<file path="config.mk">
export PLATFORM = sky130hd
export DESIGN_NAME = mbi_unit
export DESIGN_NICKNAME = d
export VERILOG_FILES = /design/src/rtl/mbi_pkg.sv /design/src/rtl/mbi_unit.sv
export SDC_FILE = /design/constraint.sdc
export NUM_CORES = 1
export LEC_CHECK = 0
export BUFFER_PORTS_ARGS = -buffer_cell sky130_fd_sc_hd__buf_2
export CAP_MARGIN = 20
export CORE_MARGIN = 2
export CORE_UTILIZATION = 55
export DETAILED_ROUTE_END_ITERATION = 6
export PLACE_DENSITY_LB_ADDON = 0.1
export SLEW_MARGIN = 5
export SYNTH_ARGS = -nofsm -noshare
export SYNTH_HDL_FRONTEND = slang
export SYNTH_SLANG_ARGS = --single-unit
</file>
<file path="constraint.sdc">
create_clock -name clk -period 11.8 [get_ports clk]
set_input_delay 1.18 -clock clk [delete_from_list [all_inputs] [get_ports clk]]
set_output_delay 1.18 -clock clk [all_outputs]
set_load 0.05 [all_outputs]
</file>
<file path="src/rtl/mbi_pkg.sv">
package mbi_pkg;

// ----------------------------------------------------------------
// register map
// ----------------------------------------------------------------
localparam logic [3:0] ADDR_BUS_CTRL = 4'h0;
localparam logic [3:0] ADDR_CACHE_CFG = 4'h1;
localparam logic [3:0] ADDR_PORT_SIZE = 4'h2;
localparam logic [3:0] ADDR_STATUS = 4'h3;
localparam logic [3:0] ADDR_STORE_ADDR = 4'h4;
localparam logic [3:0] ADDR_STORE_DATA = 4'h5;
localparam logic [3:0] ADDR_READ_REQ = 4'h6;
localparam logic [3:0] ADDR_READ_DATA = 4'h7;

// bus control fields
localparam int BC_EXT_HOLD = 0;
localparam int BC_TURN_LO = 1;
localparam int BC_RD_STROBE = 3;
localparam int BC_WR_STROBE = 4;
localparam int BC_BURST = 5;
localparam logic [31:0] BUS_CTRL_RESET = 32'h0000_0018;
localparam logic [31:0] CACHE_CFG_RESET = 32'h0000_0000;
localparam logic [31:0] PORT_SIZE_RESET = 32'h0000_0000;

// port size codes, two bits per sub-region
localparam logic [1:0] PS_32 = 2'h0;
localparam logic [1:0] PS_8 = 2'h1;
localparam logic [1:0] PS_16 = 2'h2;

// read request kinds
localparam logic [1:0] RK_UNCACHED = 2'h0;
localparam logic [1:0] RK_DATA = 2'h1;
localparam logic [1:0] RK_INSTR = 2'h2;

// clocking: input clock runs at twice the processor rate
localparam int CLK_MHZ = 25;
localparam int CORE_DIV = 2;
localparam int WBUF_DEPTH = 4;
localparam int RBUF_DEPTH = 4;

typedef struct packed {
    logic [31:0] addr;
    logic [31:0] data;
} mbi_store_type;

typedef struct packed {
    logic ale;
    logic rd_n;
    logic wr_n;
    logic burst;
    logic [3:0] be_n;
} mbi_ctrl_type;

endpackage

</file>
<file path="src/rtl/mbi_unit.sv">
`timescale 1ns/10ps
// Function
// address then data share one 32-pin multiplexed bus
// address latch strobe marks the address phase for external capture
// extended hold keeps address half a clock after strobe falls
// four-deep store fifo retired as bus writes at memory pace
// stores to narrow ports split into several narrow bus writes
// single-word reads finish with request/acknowledge handshake
// quad reads use handshake or burst, one word per clock; each burst word here takes four input clocks
// read words collect in four-entry fifo before cache refill
// narrow reads are assembled into full words, fetches alike
// port size control gives each sub-region 8, 16 or 32 bits
// arbiter grants bus to external master, who drives only granted
// every store passes through write buffer, write-through
// double-rate input clock; core timing derived from it
// instruction misses always refill with four-word reads
// cache config selects data block size and refill length
// bus control register steers interface signal behaviour
// data refill one or four words; uncached reads single word
// turnaround gap lengthened when bus direction changes
// strobes selectable for reads, writes or both
// new store stalls while all four entries are full; here it is refused and flagged instead
// narrow pieces go in ascending order, only their byte lanes
module mbi_unit #(
    parameter int TURN_MAX = 3
) (
    input wire logic clk,
    input wire logic rst,
    input wire logic [3:0] reg_addr,
    input wire logic [31:0] reg_wdata,
    input wire logic reg_wr,
    input wire logic reg_rd,
    output logic [31:0] reg_rdata,
    output logic [31:0] ad_out,
    output logic ad_oe,
    input wire logic [31:0] ad_in,
    output logic ale,
    output logic rd_n,
    output logic wr_n,
    output logic burst_n,
    output logic [3:0] be_n,
    input wire logic ack_n,
    input wire logic br_n,
    output logic bgnt_n,
    output logic sys_clk
);

initial begin
    if (TURN_MAX < 1 || TURN_MAX > 3) begin
        $error("TURN_MAX out of range");
    end
end

// ----------------------------------------------------------------
// input synchronisers
// ----------------------------------------------------------------
logic [2:0] ack_sync_q;
logic [2:0] br_sync_q;
logic ack_q;
logic br_q;

always_ff @(posedge clk) begin
    if (rst) begin
        ack_sync_q <= 3'h7;
        br_sync_q <= 3'h7;
        ack_q <= 1'b0;
        br_q <= 1'b0;
    end else begin
        ack_sync_q <= {ack_sync_q[1:0], ack_n};
        br_sync_q <= {br_sync_q[1:0], br_n};
        if (ack_sync_q[1] == ack_sync_q[2]) begin
            ack_q <= ~ack_sync_q[2];
        end
        if (br_sync_q[1] == br_sync_q[2]) begin
            br_q <= ~br_sync_q[2];
        end
    end
end

// ----------------------------------------------------------------
// processor phase from double-rate clock
// ----------------------------------------------------------------
logic phase_q;

always_ff @(posedge clk) begin
    if (rst) begin
        phase_q <= 1'b0;
        sys_clk <= 1'b0;
    end else begin
        phase_q <= ~phase_q;
        sys_clk <= ~phase_q;
    end
end

// ----------------------------------------------------------------
// control registers
// ----------------------------------------------------------------
logic [31:0] bus_ctrl_q;
logic [31:0] cache_cfg_q;
logic [31:0] port_size_q;
logic [31:0] st_addr_q;
logic [1:0] rd_kind_q;
logic [31:0] rd_addr_q;
logic rd_start_q;

always_ff @(posedge clk) begin
    if (rst) begin
        bus_ctrl_q <= mbi_pkg::BUS_CTRL_RESET;
        cache_cfg_q <= mbi_pkg::CACHE_CFG_RESET;
        port_size_q <= mbi_pkg::PORT_SIZE_RESET;
        st_addr_q <= 32'h0000_0000;
    end else if (reg_wr) begin
        case (reg_addr)
            mbi_pkg::ADDR_BUS_CTRL: bus_ctrl_q <= reg_wdata;
            mbi_pkg::ADDR_CACHE_CFG: cache_cfg_q <= reg_wdata;
            mbi_pkg::ADDR_PORT_SIZE: port_size_q <= reg_wdata;
            mbi_pkg::ADDR_STORE_ADDR: st_addr_q <= reg_wdata;
            default: ;
        endcase
    end
end

// ----------------------------------------------------------------
// write buffer
// ----------------------------------------------------------------
mbi_pkg::mbi_store_type wb_mem [mbi_pkg::WBUF_DEPTH];
logic [2:0] wb_wp_q;
logic [2:0] wb_rp_q;
logic wb_full;
logic wb_empty;
logic wb_push;
logic wb_pop;
logic st_drop_q;

assign wb_full = (wb_wp_q[1:0] == wb_rp_q[1:0]) &&
    (wb_wp_q[2] != wb_rp_q[2]);
assign wb_empty = (wb_wp_q == wb_rp_q);
assign wb_push = reg_wr && reg_addr == mbi_pkg::ADDR_STORE_DATA && !wb_full;

always_ff @(posedge clk) begin
    if (rst) begin
        wb_wp_q <= 3'h0;
        st_drop_q <= 1'b0;
    end else begin
        if (wb_push) begin
            wb_mem[wb_wp_q[1:0]] <= '{addr: st_addr_q, data: reg_wdata};
            wb_wp_q <= wb_wp_q + 3'h1;
        end
        // store while full is refused and flagged
        if (reg_wr && reg_addr == mbi_pkg::ADDR_STORE_DATA && wb_full) begin
            st_drop_q <= 1'b1;
        end else if (reg_rd && reg_addr == mbi_pkg::ADDR_STATUS) begin
            st_drop_q <= 1'b0;
        end
    end
end

// ----------------------------------------------------------------
// bus sequencer
// ----------------------------------------------------------------
typedef enum {
    S_IDLE, S_TURN, S_ADDR, S_HOLD, S_DATA, S_NEXT, S_GRANT
} mbi_state_type;

mbi_state_type state_q;
logic [31:0] cur_addr_q;
logic [31:0] cur_data_q;
logic is_write_q;
logic last_write_q;
logic [1:0] words_q;
logic [1:0] piece_q;
logic [1:0] turn_q;
logic [1:0] psize;
logic [1:0] pieces;
logic [31:0] asm_q;
logic [31:0] rb_mem [mbi_pkg::RBUF_DEPTH];
logic [2:0] rb_wp_q;
logic [2:0] rb_rp_q;
logic [1:0] word_idx_q;
logic rd_busy_q;
logic quad;
logic rd_req;

assign rd_req = reg_wr && reg_addr == mbi_pkg::ADDR_READ_REQ;
assign psize = port_size_q[{cur_addr_q[31:28], 1'b0} +: 2];
assign pieces = (psize == mbi_pkg::PS_8) ? 2'h3 :
    (psize == mbi_pkg::PS_16) ? 2'h1 : 2'h0;
assign quad = (rd_kind_q == mbi_pkg::RK_INSTR) ||
    (rd_kind_q == mbi_pkg::RK_DATA && cache_cfg_q[0]);
assign wb_pop = state_q == S_NEXT && is_write_q && piece_q == pieces;

// synchronised ack lags; one ack must never finish two pieces
logic ack_used_q;

always_ff @(posedge clk) begin
    if (rst) begin
        ack_used_q <= 1'b0;
    end else if (state_q == S_DATA && ack_q && !ack_used_q) begin
        ack_used_q <= 1'b1;
    end else if (!ack_q) begin
        ack_used_q <= 1'b0;
    end
end

always_ff @(posedge clk) begin
    if (rst) begin
        rd_kind_q <= mbi_pkg::RK_UNCACHED;
        rd_addr_q <= 32'h0000_0000;
        rd_start_q <= 1'b0;
    end else begin
        if (rd_req && !rd_start_q && !rd_busy_q) begin
            rd_kind_q <= reg_wdata[1:0];
            rd_addr_q <= {st_addr_q[31:4],
                (reg_wdata[1:0] == mbi_pkg::RK_UNCACHED) ?
                st_addr_q[3:0] : 4'h0};
            rd_start_q <= 1'b1;
        end else if (state_q == S_IDLE && rd_start_q && wb_empty &&
            !br_q) begin
            rd_start_q <= 1'b0;
        end
    end
end

always_ff @(posedge clk) begin
    if (rst) begin
        state_q <= S_IDLE;
        cur_addr_q <= 32'h0000_0000;
        cur_data_q <= 32'h0000_0000;
        is_write_q <= 1'b0;
        last_write_q <= 1'b0;
        words_q <= 2'h0;
        piece_q <= 2'h0;
        turn_q <= 2'h0;
        asm_q <= 32'h0000_0000;
        wb_rp_q <= 3'h0;
        rb_wp_q <= 3'h0;
        word_idx_q <= 2'h0;
        rd_busy_q <= 1'b0;
    end else begin
        case (state_q)
            S_IDLE: begin
                if (br_q) begin
                    state_q <= S_GRANT;
                end else if (!wb_empty || (rd_start_q && wb_empty)) begin
                    // stores drain before reads so memory stays coherent
                    is_write_q <= !wb_empty;
                    cur_addr_q <= wb_empty ? rd_addr_q :
                        wb_mem[wb_rp_q[1:0]].addr;
                    cur_data_q <= wb_mem[wb_rp_q[1:0]].data;
                    words_q <= (wb_empty && quad) ? 2'h3 : 2'h0;
                    rd_busy_q <= wb_empty;
                    piece_q <= 2'h0;
                    turn_q <= bus_ctrl_q[mbi_pkg::BC_TURN_LO +: 2];
                    if (last_write_q != !wb_empty &&
                        bus_ctrl_q[mbi_pkg::BC_TURN_LO +: 2] != 2'h0) begin
                        state_q <= S_TURN;
                    end else begin
                        state_q <= S_ADDR;
                    end
                end
            end
            S_TURN: begin
                turn_q <= turn_q - 2'h1;
                if (turn_q == 2'h1) begin
                    state_q <= S_ADDR;
                end
            end
            S_ADDR: begin
                state_q <= bus_ctrl_q[mbi_pkg::BC_EXT_HOLD] ? S_HOLD : S_DATA;
            end
            S_HOLD: state_q <= S_DATA;
            S_DATA: begin
                if ((ack_q && !ack_used_q) ||
                    (!is_write_q && bus_ctrl_q[mbi_pkg::BC_BURST] &&
                    words_q != 2'h0 && phase_q)) begin
                    if (!is_write_q) begin
                        // lanes assemble in ascending byte order
                        case (pieces)
                            2'h3: asm_q[{piece_q, 3'h0} +: 8] <=
                                ad_in[{piece_q, 3'h0} +: 8];
                            2'h1: asm_q[{piece_q[0], 4'h0} +: 16] <=
                                ad_in[{piece_q[0], 4'h0} +: 16];
                            default: asm_q <= ad_in;
                        endcase
                    end
                    state_q <= S_NEXT;
                end
            end
            S_NEXT: begin
                last_write_q <= is_write_q;
                if (piece_q != pieces) begin
                    piece_q <= piece_q + 2'h1;
                    cur_addr_q <= cur_addr_q + ((pieces == 2'h3) ? 32'h1 : 32'h2);
                    state_q <= S_ADDR;
                end else if (is_write_q) begin
                    wb_rp_q <= wb_rp_q + 3'h1;
                    state_q <= S_IDLE;
                end else begin
                    rb_mem[rb_wp_q[1:0]] <= asm_q;
                    rb_wp_q <= rb_wp_q + 3'h1;
                    piece_q <= 2'h0;
                    if (words_q != 2'h0) begin
                        words_q <= words_q - 2'h1;
                        cur_addr_q <= {cur_addr_q[31:2] + 30'h1, 2'h0};
                        state_q <= S_ADDR;
                    end else begin
                        rd_busy_q <= 1'b0;
                        state_q <= S_IDLE;
                    end
                end
            end
            S_GRANT: begin
                if (!br_q) begin
                    state_q <= S_IDLE;
                end
            end
            default: state_q <= S_IDLE;
        endcase
    end
end

// read buffer drained by software, one word per read
always_ff @(posedge clk) begin
    if (rst) begin
        rb_rp_q <= 3'h0;
    end else if (reg_rd && reg_addr == mbi_pkg::ADDR_READ_DATA &&
        rb_rp_q != rb_wp_q && !rd_busy_q) begin
        rb_rp_q <= rb_rp_q + 3'h1;
    end
end

// ----------------------------------------------------------------
// pins
// ----------------------------------------------------------------
always_ff @(posedge clk) begin
    if (rst) begin
        ad_out <= 32'h0000_0000;
        ad_oe <= 1'b0;
        ale <= 1'b0;
        rd_n <= 1'b1;
        wr_n <= 1'b1;
        burst_n <= 1'b1;
        be_n <= 4'hF;
        bgnt_n <= 1'b1;
    end else begin
        ale <= state_q == S_ADDR;
        // address leads, data follows on the same pins
        if (state_q == S_DATA && is_write_q) begin
            ad_out <= cur_data_q;
        end else begin
            ad_out <= cur_addr_q;
        end
        ad_oe <= state_q == S_ADDR || state_q == S_HOLD ||
            (state_q == S_DATA && is_write_q);
        rd_n <= !(state_q == S_DATA && !is_write_q &&
            bus_ctrl_q[mbi_pkg::BC_RD_STROBE]);
        wr_n <= !(state_q == S_DATA && is_write_q &&
            bus_ctrl_q[mbi_pkg::BC_WR_STROBE]);
        burst_n <= !(state_q != S_IDLE && !is_write_q && words_q != 2'h0 &&
            bus_ctrl_q[mbi_pkg::BC_BURST]);
        case (pieces)
            2'h3: be_n <= ~(4'h1 << cur_addr_q[1:0]);
            2'h1: be_n <= cur_addr_q[1] ? 4'h3 : 4'hC;
            default: be_n <= 4'h0;
        endcase
        bgnt_n <= !(state_q == S_GRANT && br_q);
    end
end

// ----------------------------------------------------------------
// register read port
// ----------------------------------------------------------------
always_ff @(posedge clk) begin
    if (rst) begin
        reg_rdata <= 32'h0000_0000;
    end else if (reg_rd) begin
        case (reg_addr)
            mbi_pkg::ADDR_BUS_CTRL: reg_rdata <= bus_ctrl_q;
            mbi_pkg::ADDR_CACHE_CFG: reg_rdata <= cache_cfg_q;
            mbi_pkg::ADDR_PORT_SIZE: reg_rdata <= port_size_q;
            mbi_pkg::ADDR_STATUS: reg_rdata <= {23'h0, st_drop_q, rd_busy_q,
                rb_wp_q - rb_rp_q, wb_full, wb_empty};
            mbi_pkg::ADDR_STORE_ADDR: reg_rdata <= st_addr_q;
            mbi_pkg::ADDR_READ_DATA: reg_rdata <= rb_mem[rb_rp_q[1:0]];
            default: reg_rdata <= 32'h0000_0000;
        endcase
    end else begin
        reg_rdata <= 32'h0000_0000;
    end
end

// ----------------------------------------------------------------
// checks
// ----------------------------------------------------------------
a_grant_only_req: assert property (@(posedge clk) disable iff (rst)
    !bgnt_n |-> $past(br_q)) else $error("grant without request");
a_full_no_push: assert property (@(posedge clk) disable iff (rst)
    wb_full |=> !(wb_wp_q == $past(wb_wp_q) + 3'h1 &&
    wb_rp_q == $past(wb_rp_q)))
    else $error("store pushed into full buffer");
a_strobe_dir: assert property (@(posedge clk) disable iff (rst)
    !(rd_n == 1'b0 && wr_n == 1'b0)) else $error("read and write together");
a_phase_toggle: assert property (@(posedge clk) disable iff (rst)
    !$past(rst) |-> sys_clk != $past(sys_clk))
    else $error("core phase stuck");
a_ale_drives_addr: assert property (@(posedge clk) disable iff (rst)
    ale |-> ad_oe && rd_n && wr_n) else $error("strobe without address");
a_ext_hold_addr: assert property (@(posedge clk) disable iff (rst)
    ale && bus_ctrl_q[mbi_pkg::BC_EXT_HOLD] |=>
    ad_oe && !ale && ad_out == $past(ad_out))
    else $error("address not held");

endmodule

</file>
==> flow_metrics.py <==
metrics = {
    "logic_synthesis": {
        "synth_seq_cells": 756,
        "ys.flop_type": "edfxtp_1",
        "synth_top_area_share_pct": 37.5,
        "synth_nets": 2773,
        "synth_edf_count": 384,
        "async_flop_share_pct": 0,
        "synth_area_leader_cell": "edfxtp_1",
        "syn-cell-area_um2": 30700,
        "yosysWarnings": 0,
        "yosysMostFrequentCell": "nand2_1",
        "synth_cell_types": 72,
        "syn_inst": 2672,
        "syn-mean-instance-area_um2": 11.5,
        "netlist_top_cells_area": "edfxtp_1 38%, dfxtp_1 24%, mux4_2 8.4%",
        "ys_top_cells_by_count": "615 x nand2_1, 384 x edfxtp_1, 372 x dfxtp_1",
        "yosysSeqAreaShare_pct": 61.8,
    },
    "critical_path": {
        "crit_type": "flop to flop",
        "slowest_stage": "dfxtp_1",
        "slowest_delay_ns": 0.75,
        "path_cells": "mux4_2 -> mux4_2 -> inv_1 -> ha_1 -> inv_1 -> ha_1 -> a21oi_1 -> a21boi_1 -> nor3_1 -> nor3b_1 -> o21ai_0 -> a21oi_1",
        "cp_max_fo": 19,
        "arrival_ns": 5.33,
        "path_delay_family": "multiplexers",
        "path_buf_inv": 2,
        "setup.worst_path.end_class": "flop",
        "cp-start-kind": "flop",
        "crit_required_ns": 12.25,
    },
    "detailed_routing": {
        "route.detailed.drc": 0,
        "firstDrtPassIters": 7,
        "wl_per_cell_um": 25.2,
        "totalWireLength_mm": 89.9,
        "vias": 22300,
        "drt_iter0_drc": 2472,
        "final_antenna_net_count": 0,
        "via_per_inst": 6.23,
    },
    "sta": {
        "tns_ns": 0,
        "slew_headroom_pct": 27.1,
        "fin_crit_sh_pct": 41.3,
        "final_hold_viol_count": 0,
        "final.setup_skew_ns": 0.0237,
        "worstMarginPinSlew_ns": 1.08,
        "period_needed_ns": 4.88,
        "max_freq_ghz": 0.205,
        "setup_viol": 0,
        "drv_slew": 0,
        "timing.final.ws_setup_ns": 6.92,
        "rsz0062_at_grt": "false",
    },
    "floorplanning": {
        "rows": 86,
        "die_w_um": 240,
        "ios": 149,
        "initial_utilization_pct": 55.6,
        "core_um2": 55200,
        "die_area_um2": 57700,
        "die_y_um": 240,
    },
    "cts": {
        "cts_resized": 0,
        "cts_made_buffers": 77,
        "clock_latency_ns": 0.62,
        "hold_buffers": 0,
        "clockBufferDepth": 3,
        "cts_root_buf": "clkbuf_16",
        "cts_setup_buffers": 0,
        "cts_tree": "done",
        "htree_levels": 3,
        "clk_pin_slew_ns": 0.06,
        "clock_sinks": 756,
    },
    "hold_path": {
        "min_path_type": "flop to flop",
    },
    "global_route": {
        "grt_pass1_vias": 21100,
        "grt_overflow": 0,
        "antenna_found_initial": 0,
        "grt_pass1_wl_mm": 133,
        "grt_max_degree": 99,
        "track_usage_pct": 31.1,
    },
    "power_and_ir_drop": {
        "p_switching_w": 0.00117,
        "seqPwrFrac_pct": 51.0,
        "power_w": 0.00545,
        "p_leak_nw": 11.1,
        "clockPowerShare_pct": 45.5,
        "switching_share_pct": 21.5,
        "comb_power_share_pct": 3.5,
        "ir_drop_uv": 124,
        "powerDensity_nw_per_um2": 157,
        "intPower_w": 0.00428,
    },
    "finish": {
        "drive_above_1_share_pct": 17.0,
        "finalNetCount": 2862,
        "syn2layout_area_growth_pct": 12.8,
    },
    "outcome": {
        "status": "finished clean",
    },
    "placement": {
        "dp_slack_ns": 6.98,
        "gp_congestion": 0.909,
        "hpwl_mm": 57.6,
        "io_buffers": 148,
    },
    "flow_run": {
        "maxCapViolations": 0,
    },
}
==> final timing paths <==
kind                            cells past startpoint  slack [ns]        endpoint      startpoint
worst min register to register                      1        0.40    br_sync_q[1]    br_sync_q[0]
worst min-delay path                                1        0.40    br_sync_q[1]    br_sync_q[0]
worst max-delay path                               12        6.92  cur_addr_q[13]  cur_addr_q[28]
worst max register to register                     12        6.92  cur_addr_q[13]  cur_addr_q[28]
==> routing by layer <==
metal / track usage (%) / vias up / share of wire (%)
li1: - / 9891 / -
met1: 44.1 / 11000 / 41
met2: 48.3 / 1191 / 46
met3: 5.36 / 168 / 9.0
met4: 11.8 / 0 / 3.4
met5: 0 / - / 0
==> power groups by stage <==
| stage | sequential, W | combinational (W) | clock, W |
|---|---|---|---|
| finish | 0.00278 | 0.000192 | 0.00248 |
| global route | 0.00278 | 0.000201 | 0.00261 |
| CTS | 0.00278 | 0.000185 | 0.00251 |
| detailed placement | 0.00283 | 0.000185 | 0 |
| global placement | 0.00283 | 0.000181 | 0 |
| floorplan | 0.00283 | 0.0000970 | 0 |
==> sequential cells by signal, summed over array words and instances (netlist names), 32 cells and up, named ones only <==
| signal | cells |
|---|---|
| ad_out | 32 |
| asm_q | 32 |
| bus_ctrl_q | 32 |
| cache_cfg_q | 32 |
| cur_addr_q | 32 |
| cur_data_q | 32 |
| port_size_q | 32 |
| rb_mem | 128 |
| rd_addr_q | 32 |
| reg_rdata | 32 |
| st_addr_q | 32 |
| wb_mem | 256 |
==> worst reg2reg max path, cell delays in order, from the launching register on <==
cell	delay (ns)
dfxtp_1	0.75
mux4_2	0.60
mux4_2	0.50
inv_1	0.10
ha_1	0.45
inv_1	0.47
ha_1	0.43
a21oi_1	0.22
a21boi_1	0.56
nor3_1	0.20
nor3b_1	0.19
o21ai_0	0.17
a21oi_1	0.08
==> layout make-up <==
class / instances / area [µm²]
repair buffers: 193 / 1110
inverters: 33 / 124
clock inverters: 33 / 369
clock buffers: 110 / 2210
diodes: 1 / 2.50
fillers: 4317 / 20600
multi-input cells: 1700 / 10900
flip-flops and latches: 756 / 19000
well taps: 748 / 936
==> logic make-up (layout without fill, tap and decap cells) <==
kind of cell / after synthesis / count (layout) / share of synthesized area (%)
multiplexers: 138 / 138 / 9.22
XOR/XNOR: 20 / 20 / 0.595
buffers and inverters: 216 / 369 / 2.92
adder cells (fa/ha/maj): 27 / 27 / 1.15
AO/OA/AOI/OAI: 616 / 616 / 11.6
flip-flops: 756 / 756 / 61.8
other: 0 / 1 / 0
AND/OR/NAND/NOR: 899 / 899 / 12.7
==> cell usage in the layout, fill, tap and decap left out, drive strengths merged, types with 8 or more instances in the layout <==
master	n
buf	193
nor4	15
mux2	18
nand2	616
nand2b	27
clkinv	18
or2	8
and3	9
and2	10
clkbuf	110
dfxtp	372
xor2	10
o21ai	72
edfxtp	384
a22oi	66
ha	25
a22o	10
inv	38
nor2b	28
nor3	27
a21oi	365
nor2	74
nand3	44
a31oi	45
o32ai	12
xnor2	10
mux4	114
nand4	18
==> metrics by stage <==
stage                     hold WS, ns  utilization (%)  area [µm²]  instances
after global routing            0.412             62.8       34600       3573
after global placement          0.395             58.0       32000       3426
after detailed placement        0.396             58.0       32000       3429
after floorplan                 0.381                -       30700       2672
final                           0.405             62.8       34600       3574
after CTS                       0.405             62.7       34600       3572
(Power assumes the default switching activity.)
